--- config.mk ---
export PLATFORM = sky130hd
export DESIGN_NAME = vrss_sequencer
export DESIGN_NICKNAME = d
export VERILOG_FILES = /design/src/verilog/vrss_sequencer.v
export VERILOG_INCLUDE_DIRS = /design/src /design/src/verilog
export SDC_FILE = /design/constraint.sdc
export NUM_CORES = 1
export LEC_CHECK = 0
export ABC_CLOCK_PERIOD_IN_PS = 3350
export BUFFER_PORTS_ARGS = -buffer_cell sky130_fd_sc_hd__buf_2
export CAP_MARGIN = 20
export CORE_ASPECT_RATIO = 1.25
export CORE_UTILIZATION = 30
export DETAILED_ROUTE_END_ITERATION = 16
export GPL_TIMING_DRIVEN = 0
export MAX_ROUTING_LAYER = met4
export SYNTH_ARGS = -nofsm -noshare
export SYNTH_HDL_FRONTEND = slang
export SYNTH_SLANG_ARGS = --single-unit
--- constraint.sdc ---
create_clock -name clock_i -period 3.35 [get_ports clock_i]
set_input_delay 0.335 -clock clock_i [delete_from_list [all_inputs] [get_ports clock_i]]
set_output_delay 0.335 -clock clock_i [all_outputs]
set_load 0.02 [all_outputs]
--- src/verilog/vrss_regs.vh ---
// Constants of the start-up and strap sequencer: timing, codes, defaults.
// Assumes a 10 MHz system clock; included by the sequencer only.
`ifndef VRSS_REGS_VH
`define VRSS_REGS_VH
// Clock period in ns
`define VRSS_CLK_NS 100
// Longest initialization time after main reset threshold, in us
`define VRSS_INIT_MAX_US 7600
// Hard limit from main threshold to init done, in cycles
`define VRSS_INIT_LIMIT_CYC ((`VRSS_INIT_MAX_US * 1000) / `VRSS_CLK_NS)
// Init length used: copy time and two transition cycles come off the
// limit, so a copy still running at the main threshold cannot overrun
`define VRSS_INIT_CYC (`VRSS_INIT_LIMIT_CYC - `VRSS_NVM_WORDS - 2)
// Longest power-good delay after ramp done, in ns
`define VRSS_PG_MAX_NS 5000
`define VRSS_PG_CYC (`VRSS_PG_MAX_NS / `VRSS_CLK_NS)
// Configuration copy length in cycles
`define VRSS_NVM_WORDS 68
// Bus address table, 7-bit form
`define VRSS_ADDR0 7'h20
`define VRSS_ADDR1 7'h21
`define VRSS_ADDR2 7'h22
`define VRSS_ADDR3 7'h23
// Telemetry scale: mV per LSB, offset in degrees
`define VRSS_VOUT_LSB_MV 5
`define VRSS_TEMP_MIN -40
`define VRSS_TEMP_MAX 150
// Register offsets (plain port)
`define VRSS_REG_STATUS 4'h0
`define VRSS_REG_MASK 4'h1
`define VRSS_REG_STRAP 4'h2
`define VRSS_REG_CONFIG 4'h3
`define VRSS_REG_TELEM_V 4'h4
`define VRSS_REG_TELEM_T 4'h5
// Status bit positions
`define VRSS_ST_SUPPLY_UNDERVOLTAGE_LOCKOUT 0
`define VRSS_ST_INIT_DONE 1
`define VRSS_ST_PG_UP 2
`define VRSS_ST_FAULT 3
`define VRSS_ST_BUS_REJ 4
`define VRSS_ST_W 5
// Reset values
`define VRSS_MASK_RST 5'h0_0
`define VRSS_CONFIG_RST 8'h0_0
`endif

--- src/verilog/vrss_sequencer.v ---
// Start-up, strap latch and power-good sequencing of a three-rail regulator.
// Assumes supply flags and straps are synchronous digital levels from the
// analog front end, and a simple register port from the management bus.
//
// Decided for this implementation: the strobed register port and the register addresses.
`timescale 1ns/100ps
`include "vrss_regs.vh"

module vrss_sequencer #(
  parameter NRAIL = 3,
  parameter NPH_A = 4,
  parameter INIT_CYC = `VRSS_INIT_CYC,
  parameter NVM_WORDS = `VRSS_NVM_WORDS,
  parameter PG_CYC = `VRSS_PG_CYC,
  parameter DV_FULL = 8,
  parameter DV_SUPPRESSED = 2
) (
  input wire clock_i,
  input wire sys_rst_i,
  input wire supply_undervoltage_lockout_i,
  input wire nvm_load_supply_threshold_i,
  input wire main_por_threshold_i,
  input wire power_enable_in_i,
  input wire [NPH_A-1:0] phase_sense_positive_in_i,
  input wire rail_b_first_phase_sense_pos_i,
  input wire rail_c_first_phase_sense_pos_i,
  input wire [1:0] addr_strap_band_i,
  input wire noise_suppress_enable_pin_i,
  input wire [NRAIL-1:0] rail_in_tolerance_i,
  input wire [NRAIL-1:0] rail_shutdown_fault_i,
  input wire [9:0] vid_target_i,
  input wire vid_target_load_i,
  input wire [9:0] adc_vout_mv_div5_i,
  input wire [9:0] adc_temp_raw_i,
  input wire [3:0] reg_addr_i,
  input wire [7:0] reg_wdata_i,
  input wire reg_write_i,
  input wire reg_read_i,
  output reg [7:0] reg_rdata_o,
  output reg irq_o,
  output reg [NRAIL-1:0] high_side_on_o,
  output reg [NRAIL-1:0] low_side_on_o,
  output reg [NRAIL-1:0] rail_power_good_out_o,
  output reg power_good_out_o,
  output reg nvm_copy_active_o,
  output reg [6:0] bus_address_o,
  output reg [2:0] max_phases_a_o,
  output reg [NRAIL-1:0] rail_enabled_o,
  output reg [9:0] ref_code_o,
  output reg [9:0] vout_telemetry_o,
  output reg [9:0] temp_telemetry_o
);

  // One-hot states
  localparam S_OFF = 6'b00_0001;
  localparam S_NVM = 6'b00_0010;
  localparam S_INIT = 6'b00_0100;
  localparam S_IDLE = 6'b00_1000;
  localparam S_RAMP = 6'b01_0000;
  localparam S_RUN = 6'b10_0000;

  reg [5:0] state;
  reg [5:0] next_state;
  reg [22:0] count;
  reg [7:0] pg_count;
  reg [9:0] ramp_target;
  reg [`VRSS_ST_W-1:0] status;
  reg [`VRSS_ST_W-1:0] mask;
  reg [7:0] config_reg;
  reg [NRAIL-1:0] rail_pg_q;
  reg [`VRSS_ST_W-1:0] events;
  reg init_done;
  wire ctrl_enable;
  wire ramp_done;

  // Band code to 7-bit address, used at latch time
  function [6:0] addr_of_band;
    input [1:0] band;
    begin
      case (band)
        2'd0: addr_of_band = `VRSS_ADDR0;
        2'd1: addr_of_band = `VRSS_ADDR1;
        2'd2: addr_of_band = `VRSS_ADDR2;
        default: addr_of_band = `VRSS_ADDR3;
      endcase
    end
  endfunction

  // Lowest high sense pin x gives x phases; none high gives all
  function [2:0] phase_limit;
    input [NPH_A-1:0] sense;
    integer k;
    begin
      phase_limit = NPH_A[2:0];
      for (k = NPH_A - 1; k >= 0; k = k - 1) begin
        if (sense[k]) begin
          phase_limit = k[2:0];
        end
      end
    end
  endfunction

  // Controller runs only with reset flag up and enable high
  assign ctrl_enable = main_por_threshold_i && power_enable_in_i &&
                       !supply_undervoltage_lockout_i;
  assign ramp_done = (ref_code_o == ramp_target);

  // Next state
  always @* begin
    next_state = state;
    case (state)
      S_OFF: begin
        if (nvm_load_supply_threshold_i) begin
          next_state = S_NVM;
        end
      end
      S_NVM: begin
        if (main_por_threshold_i && count >= NVM_WORDS - 1) begin
          next_state = S_INIT;
        end
      end
      S_INIT: begin
        if (count >= INIT_CYC - 1) begin
          next_state = S_IDLE;
        end
      end
      S_IDLE: begin
        if (ctrl_enable && (rail_enabled_o != {NRAIL{1'b0}})) begin
          next_state = S_RAMP;
        end
      end
      S_RAMP: begin
        if (!ctrl_enable) begin
          next_state = S_IDLE;
        end else if (ramp_done) begin
          next_state = S_RUN;
        end
      end
      S_RUN: begin
        if (!ctrl_enable) begin
          next_state = S_IDLE;
        end
      end
      default: next_state = S_OFF;
    endcase
    // Undervoltage overrides everything
    if (supply_undervoltage_lockout_i) begin
      next_state = S_OFF;
    end
  end

  // State register and phase counter
  always @(posedge clock_i) begin
    if (sys_rst_i) begin
      state <= S_OFF;
      count <= 23'h00_0000;
      init_done <= 1'b0;
    end else begin
      state <= next_state;
      if (next_state != state) begin
        count <= 23'h00_0000;
      end else begin
        count <= count + 23'h00_0001;
      end
      if (next_state == S_IDLE && state == S_INIT) begin
        init_done <= 1'b1;
      end else if (next_state == S_OFF) begin
        init_done <= 1'b0;
      end
    end
  end

  // Straps sampled only while initializing, held afterwards
  always @(posedge clock_i) begin
    if (sys_rst_i) begin
      bus_address_o <= `VRSS_ADDR0;
      max_phases_a_o <= 3'h0;
      rail_enabled_o <= {NRAIL{1'b0}};
    end else if (state == S_INIT && count == 23'h00_0000) begin
      bus_address_o <= addr_of_band(addr_strap_band_i);
      max_phases_a_o <= phase_limit(phase_sense_positive_in_i);
      rail_enabled_o[0] <= !phase_sense_positive_in_i[0];
      rail_enabled_o[1] <= !rail_b_first_phase_sense_pos_i;
      rail_enabled_o[2] <= !rail_c_first_phase_sense_pos_i;
    end
  end

  // Reference ramp; step size shrinks on downward moves when suppressed
  always @(posedge clock_i) begin
    if (sys_rst_i) begin
      ref_code_o <= 10'h000;
      ramp_target <= 10'h000;
    end else if (state == S_OFF || state == S_NVM || state == S_INIT ||
                 state == S_IDLE) begin
      ref_code_o <= 10'h000;
      ramp_target <= {2'b00, config_reg};
    end else begin
      if (vid_target_load_i && state == S_RUN) begin
        ramp_target <= vid_target_i;
      end
      if (ref_code_o < ramp_target) begin
        if (ramp_target - ref_code_o > DV_FULL[9:0]) begin
          ref_code_o <= ref_code_o + DV_FULL[9:0];
        end else begin
          ref_code_o <= ramp_target;
        end
      end else if (ref_code_o > ramp_target) begin
        if (noise_suppress_enable_pin_i &&
            ref_code_o - ramp_target > DV_SUPPRESSED[9:0]) begin
          ref_code_o <= ref_code_o - DV_SUPPRESSED[9:0];
        end else if (ref_code_o - ramp_target > DV_FULL[9:0]) begin
          ref_code_o <= ref_code_o - DV_FULL[9:0];
        end else begin
          ref_code_o <= ramp_target;
        end
      end
    end
  end

  // Power-good delay counter, well inside the 5 us limit
  always @(posedge clock_i) begin
    if (sys_rst_i || state != S_RUN) begin
      pg_count <= 8'h00;
    end else if (pg_count < PG_CYC[7:0]) begin
      pg_count <= pg_count + 8'h01;
    end
  end

  // Switch controls and power-good outputs
  genvar g;
  generate
    for (g = 0; g < NRAIL; g = g + 1) begin : g_rail
      always @(posedge clock_i) begin
        if (sys_rst_i) begin
          high_side_on_o[g] <= 1'b0;
          low_side_on_o[g] <= 1'b0;
          rail_power_good_out_o[g] <= 1'b0;
        end else begin
          // Both switches off outside ramp and run
          high_side_on_o[g] <= (state == S_RAMP || state == S_RUN) &&
            rail_enabled_o[g] && !rail_shutdown_fault_i[g];
          low_side_on_o[g] <= (state == S_RAMP || state == S_RUN) &&
            rail_enabled_o[g] && !rail_shutdown_fault_i[g];
          rail_power_good_out_o[g] <= state == S_RUN &&
            rail_enabled_o[g] && rail_in_tolerance_i[g] &&
            !rail_shutdown_fault_i[g] && pg_count >= 8'h01;
        end
      end
    end
  endgenerate

  // Combined power-good: every enabled rail is good
  always @(posedge clock_i) begin
    if (sys_rst_i) begin
      power_good_out_o <= 1'b0;
      nvm_copy_active_o <= 1'b0;
    end else begin
      power_good_out_o <= state == S_RUN && pg_count >= 8'h01 &&
        ((rail_in_tolerance_i & ~rail_shutdown_fault_i) | ~rail_enabled_o)
        == {NRAIL{1'b1}};
      nvm_copy_active_o <= (state == S_NVM);
    end
  end

  // Telemetry: volts in 5 mV steps, degrees offset by -40 then clamped
  always @(posedge clock_i) begin
    if (sys_rst_i) begin
      vout_telemetry_o <= 10'h000;
      temp_telemetry_o <= 10'h000;
    end else begin
      vout_telemetry_o <= adc_vout_mv_div5_i;
      if (adc_temp_raw_i > 10'd190) begin
        temp_telemetry_o <= 10'd190;
      end else begin
        temp_telemetry_o <= adc_temp_raw_i;
      end
    end
  end

  // Event pulses for the sticky status
  always @* begin
    events = {`VRSS_ST_W{1'b0}};
    events[`VRSS_ST_SUPPLY_UNDERVOLTAGE_LOCKOUT] = supply_undervoltage_lockout_i;
    events[`VRSS_ST_INIT_DONE] = (state == S_INIT && next_state == S_IDLE);
    events[`VRSS_ST_PG_UP] = power_good_out_o && !rail_pg_q[0];
    events[`VRSS_ST_FAULT] = |rail_shutdown_fault_i;
    events[`VRSS_ST_BUS_REJ] = reg_write_i && !init_done &&
      reg_addr_i == `VRSS_REG_CONFIG;
  end

  // Registers; set beats write-one-to-clear; config locked until init done
  always @(posedge clock_i) begin
    if (sys_rst_i) begin
      status <= {`VRSS_ST_W{1'b0}};
      mask <= `VRSS_MASK_RST;
      config_reg <= `VRSS_CONFIG_RST;
      rail_pg_q <= {NRAIL{1'b0}};
      reg_rdata_o <= 8'h00;
      irq_o <= 1'b0;
    end else begin
      rail_pg_q <= {{(NRAIL-1){1'b0}}, power_good_out_o};
      if (reg_write_i && reg_addr_i == `VRSS_REG_STATUS) begin
        status <= (status & ~reg_wdata_i[`VRSS_ST_W-1:0]) | events;
      end else begin
        status <= status | events;
      end
      if (reg_write_i && reg_addr_i == `VRSS_REG_MASK) begin
        mask <= reg_wdata_i[`VRSS_ST_W-1:0];
      end
      if (reg_write_i && reg_addr_i == `VRSS_REG_CONFIG && init_done) begin
        config_reg <= reg_wdata_i;
      end
      irq_o <= |(status & mask);
      reg_rdata_o <= 8'h00;
      if (reg_read_i) begin
        case (reg_addr_i)
          `VRSS_REG_STATUS: reg_rdata_o <= {3'b000, status};
          `VRSS_REG_MASK: reg_rdata_o <= {3'b000, mask};
          `VRSS_REG_STRAP: reg_rdata_o <= {init_done, bus_address_o};
          `VRSS_REG_CONFIG: reg_rdata_o <= config_reg;
          `VRSS_REG_TELEM_V: reg_rdata_o <= vout_telemetry_o[9:2];
          `VRSS_REG_TELEM_T: reg_rdata_o <= temp_telemetry_o[7:0];
          default: reg_rdata_o <= 8'h00;
        endcase
      end
    end
  end

endmodule // vrss_sequencer

# Word level (Yosys, flattened, before mapping)
# Cells that the tools add are included.
[classes] add_sub_neg=7 n_lt_le_gt_ge=10 eq_ne=19 mux=26 n_bitwise=10 n_reduce_logical=62
[ops] op="2-to-1 mux 10 bit" n=5
[ops] op="2-to-1 mux 6 bit" n=8
[ops] op="case mux 8 bit (6 select lines)" n=1
[ops] op="case mux 6 bit (6 select lines)" n=1
[ops] op="logical AND 1 bit" n=35
[ops] op="2-to-1 mux 8 bit" n=3
[ops] op="adder 23 x 1 -> 23 bit (second input constant)" n=1
[ops] op="greater-or-equal comparator 23 x 17 -> 1 bit (second input constant)" n=1
[ops] op="greater-or-equal comparator 23 x 7 -> 1 bit (second input constant)" n=1
[ops] op="zero test 23 bit" n=1
[ops] op="greater-than comparator 10 x 4 -> 1 bit (second input constant)" n=2
[ops] op="subtractor 10 bit" n=2
[ops] op="equality test 6 x 1 -> 1 bit (second input constant)" n=2
[ops] op="equality test 6 x 4 -> 1 bit (second input constant)" n=2
[ops] op="2-to-1 mux 3 bit" n=4
[ops] op="adder 10 x 4 -> 10 bit (second input constant)" n=1
[ops] op="AND 5 bit" n=2
[ops] op="equality test 10 bit" n=1
[ops] op="greater-than comparator 10 bit" n=1
[ops] op="greater-than comparator 10 x 2 -> 1 bit (second input constant)" n=1
[ops] op="greater-than comparator 10 x 8 -> 1 bit (second input constant)" n=1
[ops] op="less-than comparator 10 bit" n=1
[ops] op="OR 5 bit" n=2
[ops] op="subtractor 10 x 2 -> 10 bit (second input constant)" n=1
[ops] op="other kinds (33)" n=54
[word_totals] ff_bits=127 input_bits=66 output_inout_bits=63

# Logic depth before layout (Yosys ltp)
[depth] ltp_word=10 depth_mapped=14 ltp_nobuf=12

# Least setup slack after synthesis
# OpenSTA, ideal clock, no wires.
[synth_path] path_type="register to register" startpoint="register ref_code_o[3]" endpoint="register ref_code_o[8]" setup_ns=0.060 arrival_time_ns=3.226 path_slack_ns=0.063 path_stages_with_launch=13 n_path_buf=2 synth_period_minus_slack_ns=3.287 path_cell_list="dfxtp_1 inv_1 ha_1 buf_6 a21o_1 a21oi_2 a21oi_1 a221o_1 or4_1 clkbuf_2 or2_1 a2111oi_1 o221a_1"
[synth_via] elab_chain_cells=6 word_cells_on_any_way=17
[synth_lines] item="start: declaration" line="vrss_sequencer.v:49" source="output reg [9:0] ref_code_o,"
[synth_lines] item="start signal: assignment" line="vrss_sequencer.v:203" source="ref_code_o <= ref_code_o + DV_FULL[9:0];"
[synth_lines] item="start signal: assignment" line="vrss_sequencer.v:205" source="ref_code_o <= ramp_target;"
[synth_lines] item="start signal: assignment" line="vrss_sequencer.v:210" source="ref_code_o <= ref_code_o - DV_SUPPRESSED[9:0];"
[synth_lines] item="subtractor 10 bit" line="vrss_sequencer.v:209, vrss_sequencer.v:211"
[synth_lines] item="greater-than comparator 10 x 4 -> 1 bit or greater-than comparator 10 x 2 -> 1 bit (tied branches)" line="vrss_sequencer.v:211, vrss_sequencer.v:209"
[synth_lines] item="2-to-1 mux 10 bit or logical AND 1 bit (tied branches)" line="vrss_sequencer.v:211, vrss_sequencer.v:208"
[synth_lines] item="2-to-1 mux 10 bit" line="vrss_sequencer.v:208" source="if (noise_suppress_enable_pin_i &&"
[synth_lines] item="2-to-1 mux 10 bit" line="vrss_sequencer.v:207" source="end else if (ref_code_o > ramp_target) begin"
[synth_lines] item="2-to-1 mux 10 bit" line="vrss_sequencer.v:201" source="if (ref_code_o < ramp_target) begin"
# Several ways; a longest one is shown, not always the timed one. The select of a mux whose other input is x is not followed.
# A chain may end at the register's enable or synchronous reset.

# Final worst setup path
[layout_path] startpoint="register ref_code_o[4]" endpoint="register ref_code_o[9]"
# The elaborated chain is that of the path after synthesis.

==> impl_metrics.py <==
metrics = {
    "placed_design": {
        "dpl.hpwl_mm": 15.6,
        "gp_congestion": 0.934,
        "placed_area_um2": 8020,
        "placed_cells": 1260,
        "dp_slack_ns": -0.471,
        "io_buffers": 119,
    },
    "yosys": {
        "ys_ff_latch": 122,
        "ys_warn_count": 0,
        "synth-async-reset-ratio_pct": 0,
        "synthCells": 848,
        "synth_area_um2": 7050,
        "syn_area_per_cell_um2": 8.31,
        "synth_flop_cell": "dfxtp_1",
        "synth_cell_types": 79,
        "yosysSeqAreaShare_pct": 34.7,
        "synth_edf_count": 0,
    },
    "final_layout": {
        "layout_commonest_cell": "buf_2",
        "top_register": "count",
        "multi_input_area_um2": 4340,
        "drive_above_1_share_pct": 25.0,
        "utilization_pct": 38.8,
        "final_cell_mix": "122 x buf_2, 117 x nor2_1, 113 x dfxtp_1",
        "n_fill_cell": 2371,
        "seq_area_um2": 2460,
        "fin_area_um2": 8940,
        "fin_cells": 1300,
        "largest_register_ffs": 23,
        "fin_nets": 1093,
        "syn_to_final_growth_pct": 26.9,
    },
    "timing": {
        "max_freq_mhz": 305,
        "finalHoldViolCount": 0,
        "worst_slack_ns": 0.0756,
        "worst_pin_slew_ns": 0.938,
        "rsz0062_at_grt": "true",
        "relSlewSlack_pct": 36.6,
        "finalSetupViolCount": 0,
        "finalCritPeriodShare_pct": 97.7,
        "drv_slew": 0,
        "post-route-min-period_ns": 3.27,
        "finClkSkew_ns": 0.00715,
    },
    "die": {
        "start_util_pct": 30.6,
        "row_count": 62,
        "coreArea_um2": 23000,
        "design.portCount": 129,
        "fp.dieW_um": 139,
        "die_h_um": 173,
        "dieArea_um2": 24100,
    },
    "critical_path": {
        "cp.required_ns": 3.67,
        "reg2reg_to": "ref_code_o[9]",
        "crit_end": "ref_code_o[9]",
        "arrival_ns": 3.59,
        "timing.rr.start": "ref_code_o[4]",
        "reg2reg_depth": 12,
        "path_class": "flip-flop to flip-flop",
        "end_kind": "flip-flop",
        "critPathLaunchType": "flip-flop",
        "startpoint": "ref_code_o[4]",
        "r2r_slack_ns": 0.08,
        "cp_max_fo": 9,
    },
    "grt": {
        "globalRouteOverflowTotal": 0,
        "grt_antenna_before_repair": 2,
        "grt_max_degree": 17,
        "grt_pass1_wl_mm": 33.5,
        "track_usage_pct": 18.1,
        "grt_pass1_vias": 6518,
    },
    "clocking": {
        "ctsRootBufferMaster": "clkbuf_16",
        "clk_path_buf_depth": 2,
        "clk-insertion-delay-late_ns": 0.42,
        "cts_tree": "built",
        "htreeDepth": 4,
        "clk_pin_slew_ns": 0.05,
        "numCtsBuffers": 17,
        "cts_hold_buf": 0,
        "cts.sinks": 122,
    },
    "hold_path": {
        "min_path_type": "primary input to flip-flop",
    },
    "route": {
        "wirelength_mm": 21.2,
        "dr.pass1.iters": 11,
        "vias": 6833,
        "drc": 4,
        "wl_per_cell_um": 16.3,
        "drtIter0Drc": 600,
        "vias_per_cell": 5.26,
        "drtAntennaViolNets": 0,
    },
    "power_and_ir_drop": {
        "powerDensity_nw_per_um2": 424,
        "finalPower_w": 0.00379,
        "p_leak_nw": 3.82,
        "peakVddDrop_uv": 378,
    },
    "job": {
        "drv_cap": 0,
    },
    "outcome": {
        "status": "finished with violations",
        "violations": "DRC",
    },
}
==> cell usage after synthesis, types with 7 or more instances <==
| cell | count | share of area, % |
|---|---|---|
| clkbuf_1 | 27 | 1.4 |
| nor3_1 | 27 | 1.9 |
| nor2_1 | 117 | 6.2 |
| o31ai_1 | 7 | 0.75 |
| or3_1 | 7 | 0.62 |
| nor4_1 | 13 | 1.2 |
| nand4_1 | 9 | 0.80 |
| nand2_1 | 53 | 2.8 |
| o21ai_0 | 30 | 2.1 |
| and3_1 | 7 | 0.62 |
| xor2_1 | 16 | 2.0 |
| a211oi_1 | 9 | 0.96 |
| nand3_1 | 24 | 1.7 |
| mux2i_1 | 36 | 5.1 |
| dfxtp_1 | 122 | 35 |
| xnor2_1 | 25 | 3.1 |
| a21oi_1 | 44 | 3.1 |
| buf_4 | 9 | 0.96 |
| nor2b_1 | 19 | 1.7 |
| inv_1 | 50 | 2.7 |
| nor2_2 | 21 | 1.9 |
| ha_1 | 28 | 5.0 |
==> routing by layer <==
metal	part of all wire (%)	track usage, %	vias to the layer above
met2	49	30.6	228
met3	4.8	3.20	56
met1	42	20.9	3249
met5	0	-	-
li1	-	-	3300
met4	3.3	8.47	0
==> area by class of cell <==
cell class	instances	area share [%]
antenna	2	0.0560
buffer	44	2.85
clock buffer	21	5.37
clock inverter	10	2.11
inverter	50	2.10
multi-input combinational	635	48.5
sequential	122	27.5
tap	288	4.03
timing repair buffer	128	7.41
==> kinds of logic (layout without fill, tap and decap cells) <==
group / count (synthesis) / in the layout / share of synthesized area [%]
buf+inv: 96 / 253 / 6.20
mux: 46 / 46 / 7.51
compound gates: 173 / 173 / 16.8
other cells: 2 / 9 / 0.107
flops: 122 / 122 / 34.7
xor+xnor: 41 / 41 / 5.09
fa+ha+maj: 29 / 29 / 5.25
simple gates: 339 / 339 / 24.4
==> how the worst min path moves through the flow <==
stage                     slack (ns)                end  depth (start not counted)                            from
after floorplan                 0.41   low_side_on_o[0]                          1        rail_shutdown_fault_i[0]
after global placement          0.45        pg_count[6]                          2                     pg_count[6]
after detailed placement        0.46        pg_count[6]                          2                     pg_count[6]
after CTS                       0.08  rail_enabled_o[2]                          2  rail_c_first_phase_sense_pos_i
after global routing            0.08  rail_enabled_o[1]                          2  rail_b_first_phase_sense_pos_i
final                           0.09  rail_enabled_o[2]                          2  rail_c_first_phase_sense_pos_i
==> through the flow <==
| stage | hold WS (ns) | setup TNS, ns |
|---|---|---|
| 2_1_floorplan | 0.412 | 0 |
| 3_3_place_gp | 0.454 | -8.30 |
| 3_5_place_dp | 0.462 | -6.51 |
| 4_1_cts | 0.0764 | 0 |
| 5_1_grt | 0.0843 | -0.123 |
| 6_report | 0.0907 | 0 |
==> worst max-delay path: stages, from the launching register on <==
cell and delay, ns:
dfxtp_4 0.41, inv_1 0.12, ha_1 0.31, buf_6 0.15, nand3_2 0.09, o21bai_2 0.23, a21oi_2 0.16, o221ai_1 0.19
or4_1 0.52, buf_2 0.19, or2_1 0.33, and4_1 0.20, o32ai_2 0.29
==> repair_timing <==
| action | CTS | global route |
|---|---|---|
| setup buffers | 4 | 4 |
| endpoints found under the setup margin | 30 | 10 |
| gates resized for setup | 20 | 34 |
| pin swaps | 3 | 6 |
| endpoints found under the hold margin | 0 | 0 |
==> report_power, final <==
part,internal (W),switching (W)
registers,0.00147,0.0000153
clock network,0.00140,0.000671
logic,0.0000922,0.000146
total,0.00296,0.000832
Note: power is estimated with default switching activity, not from simulation.
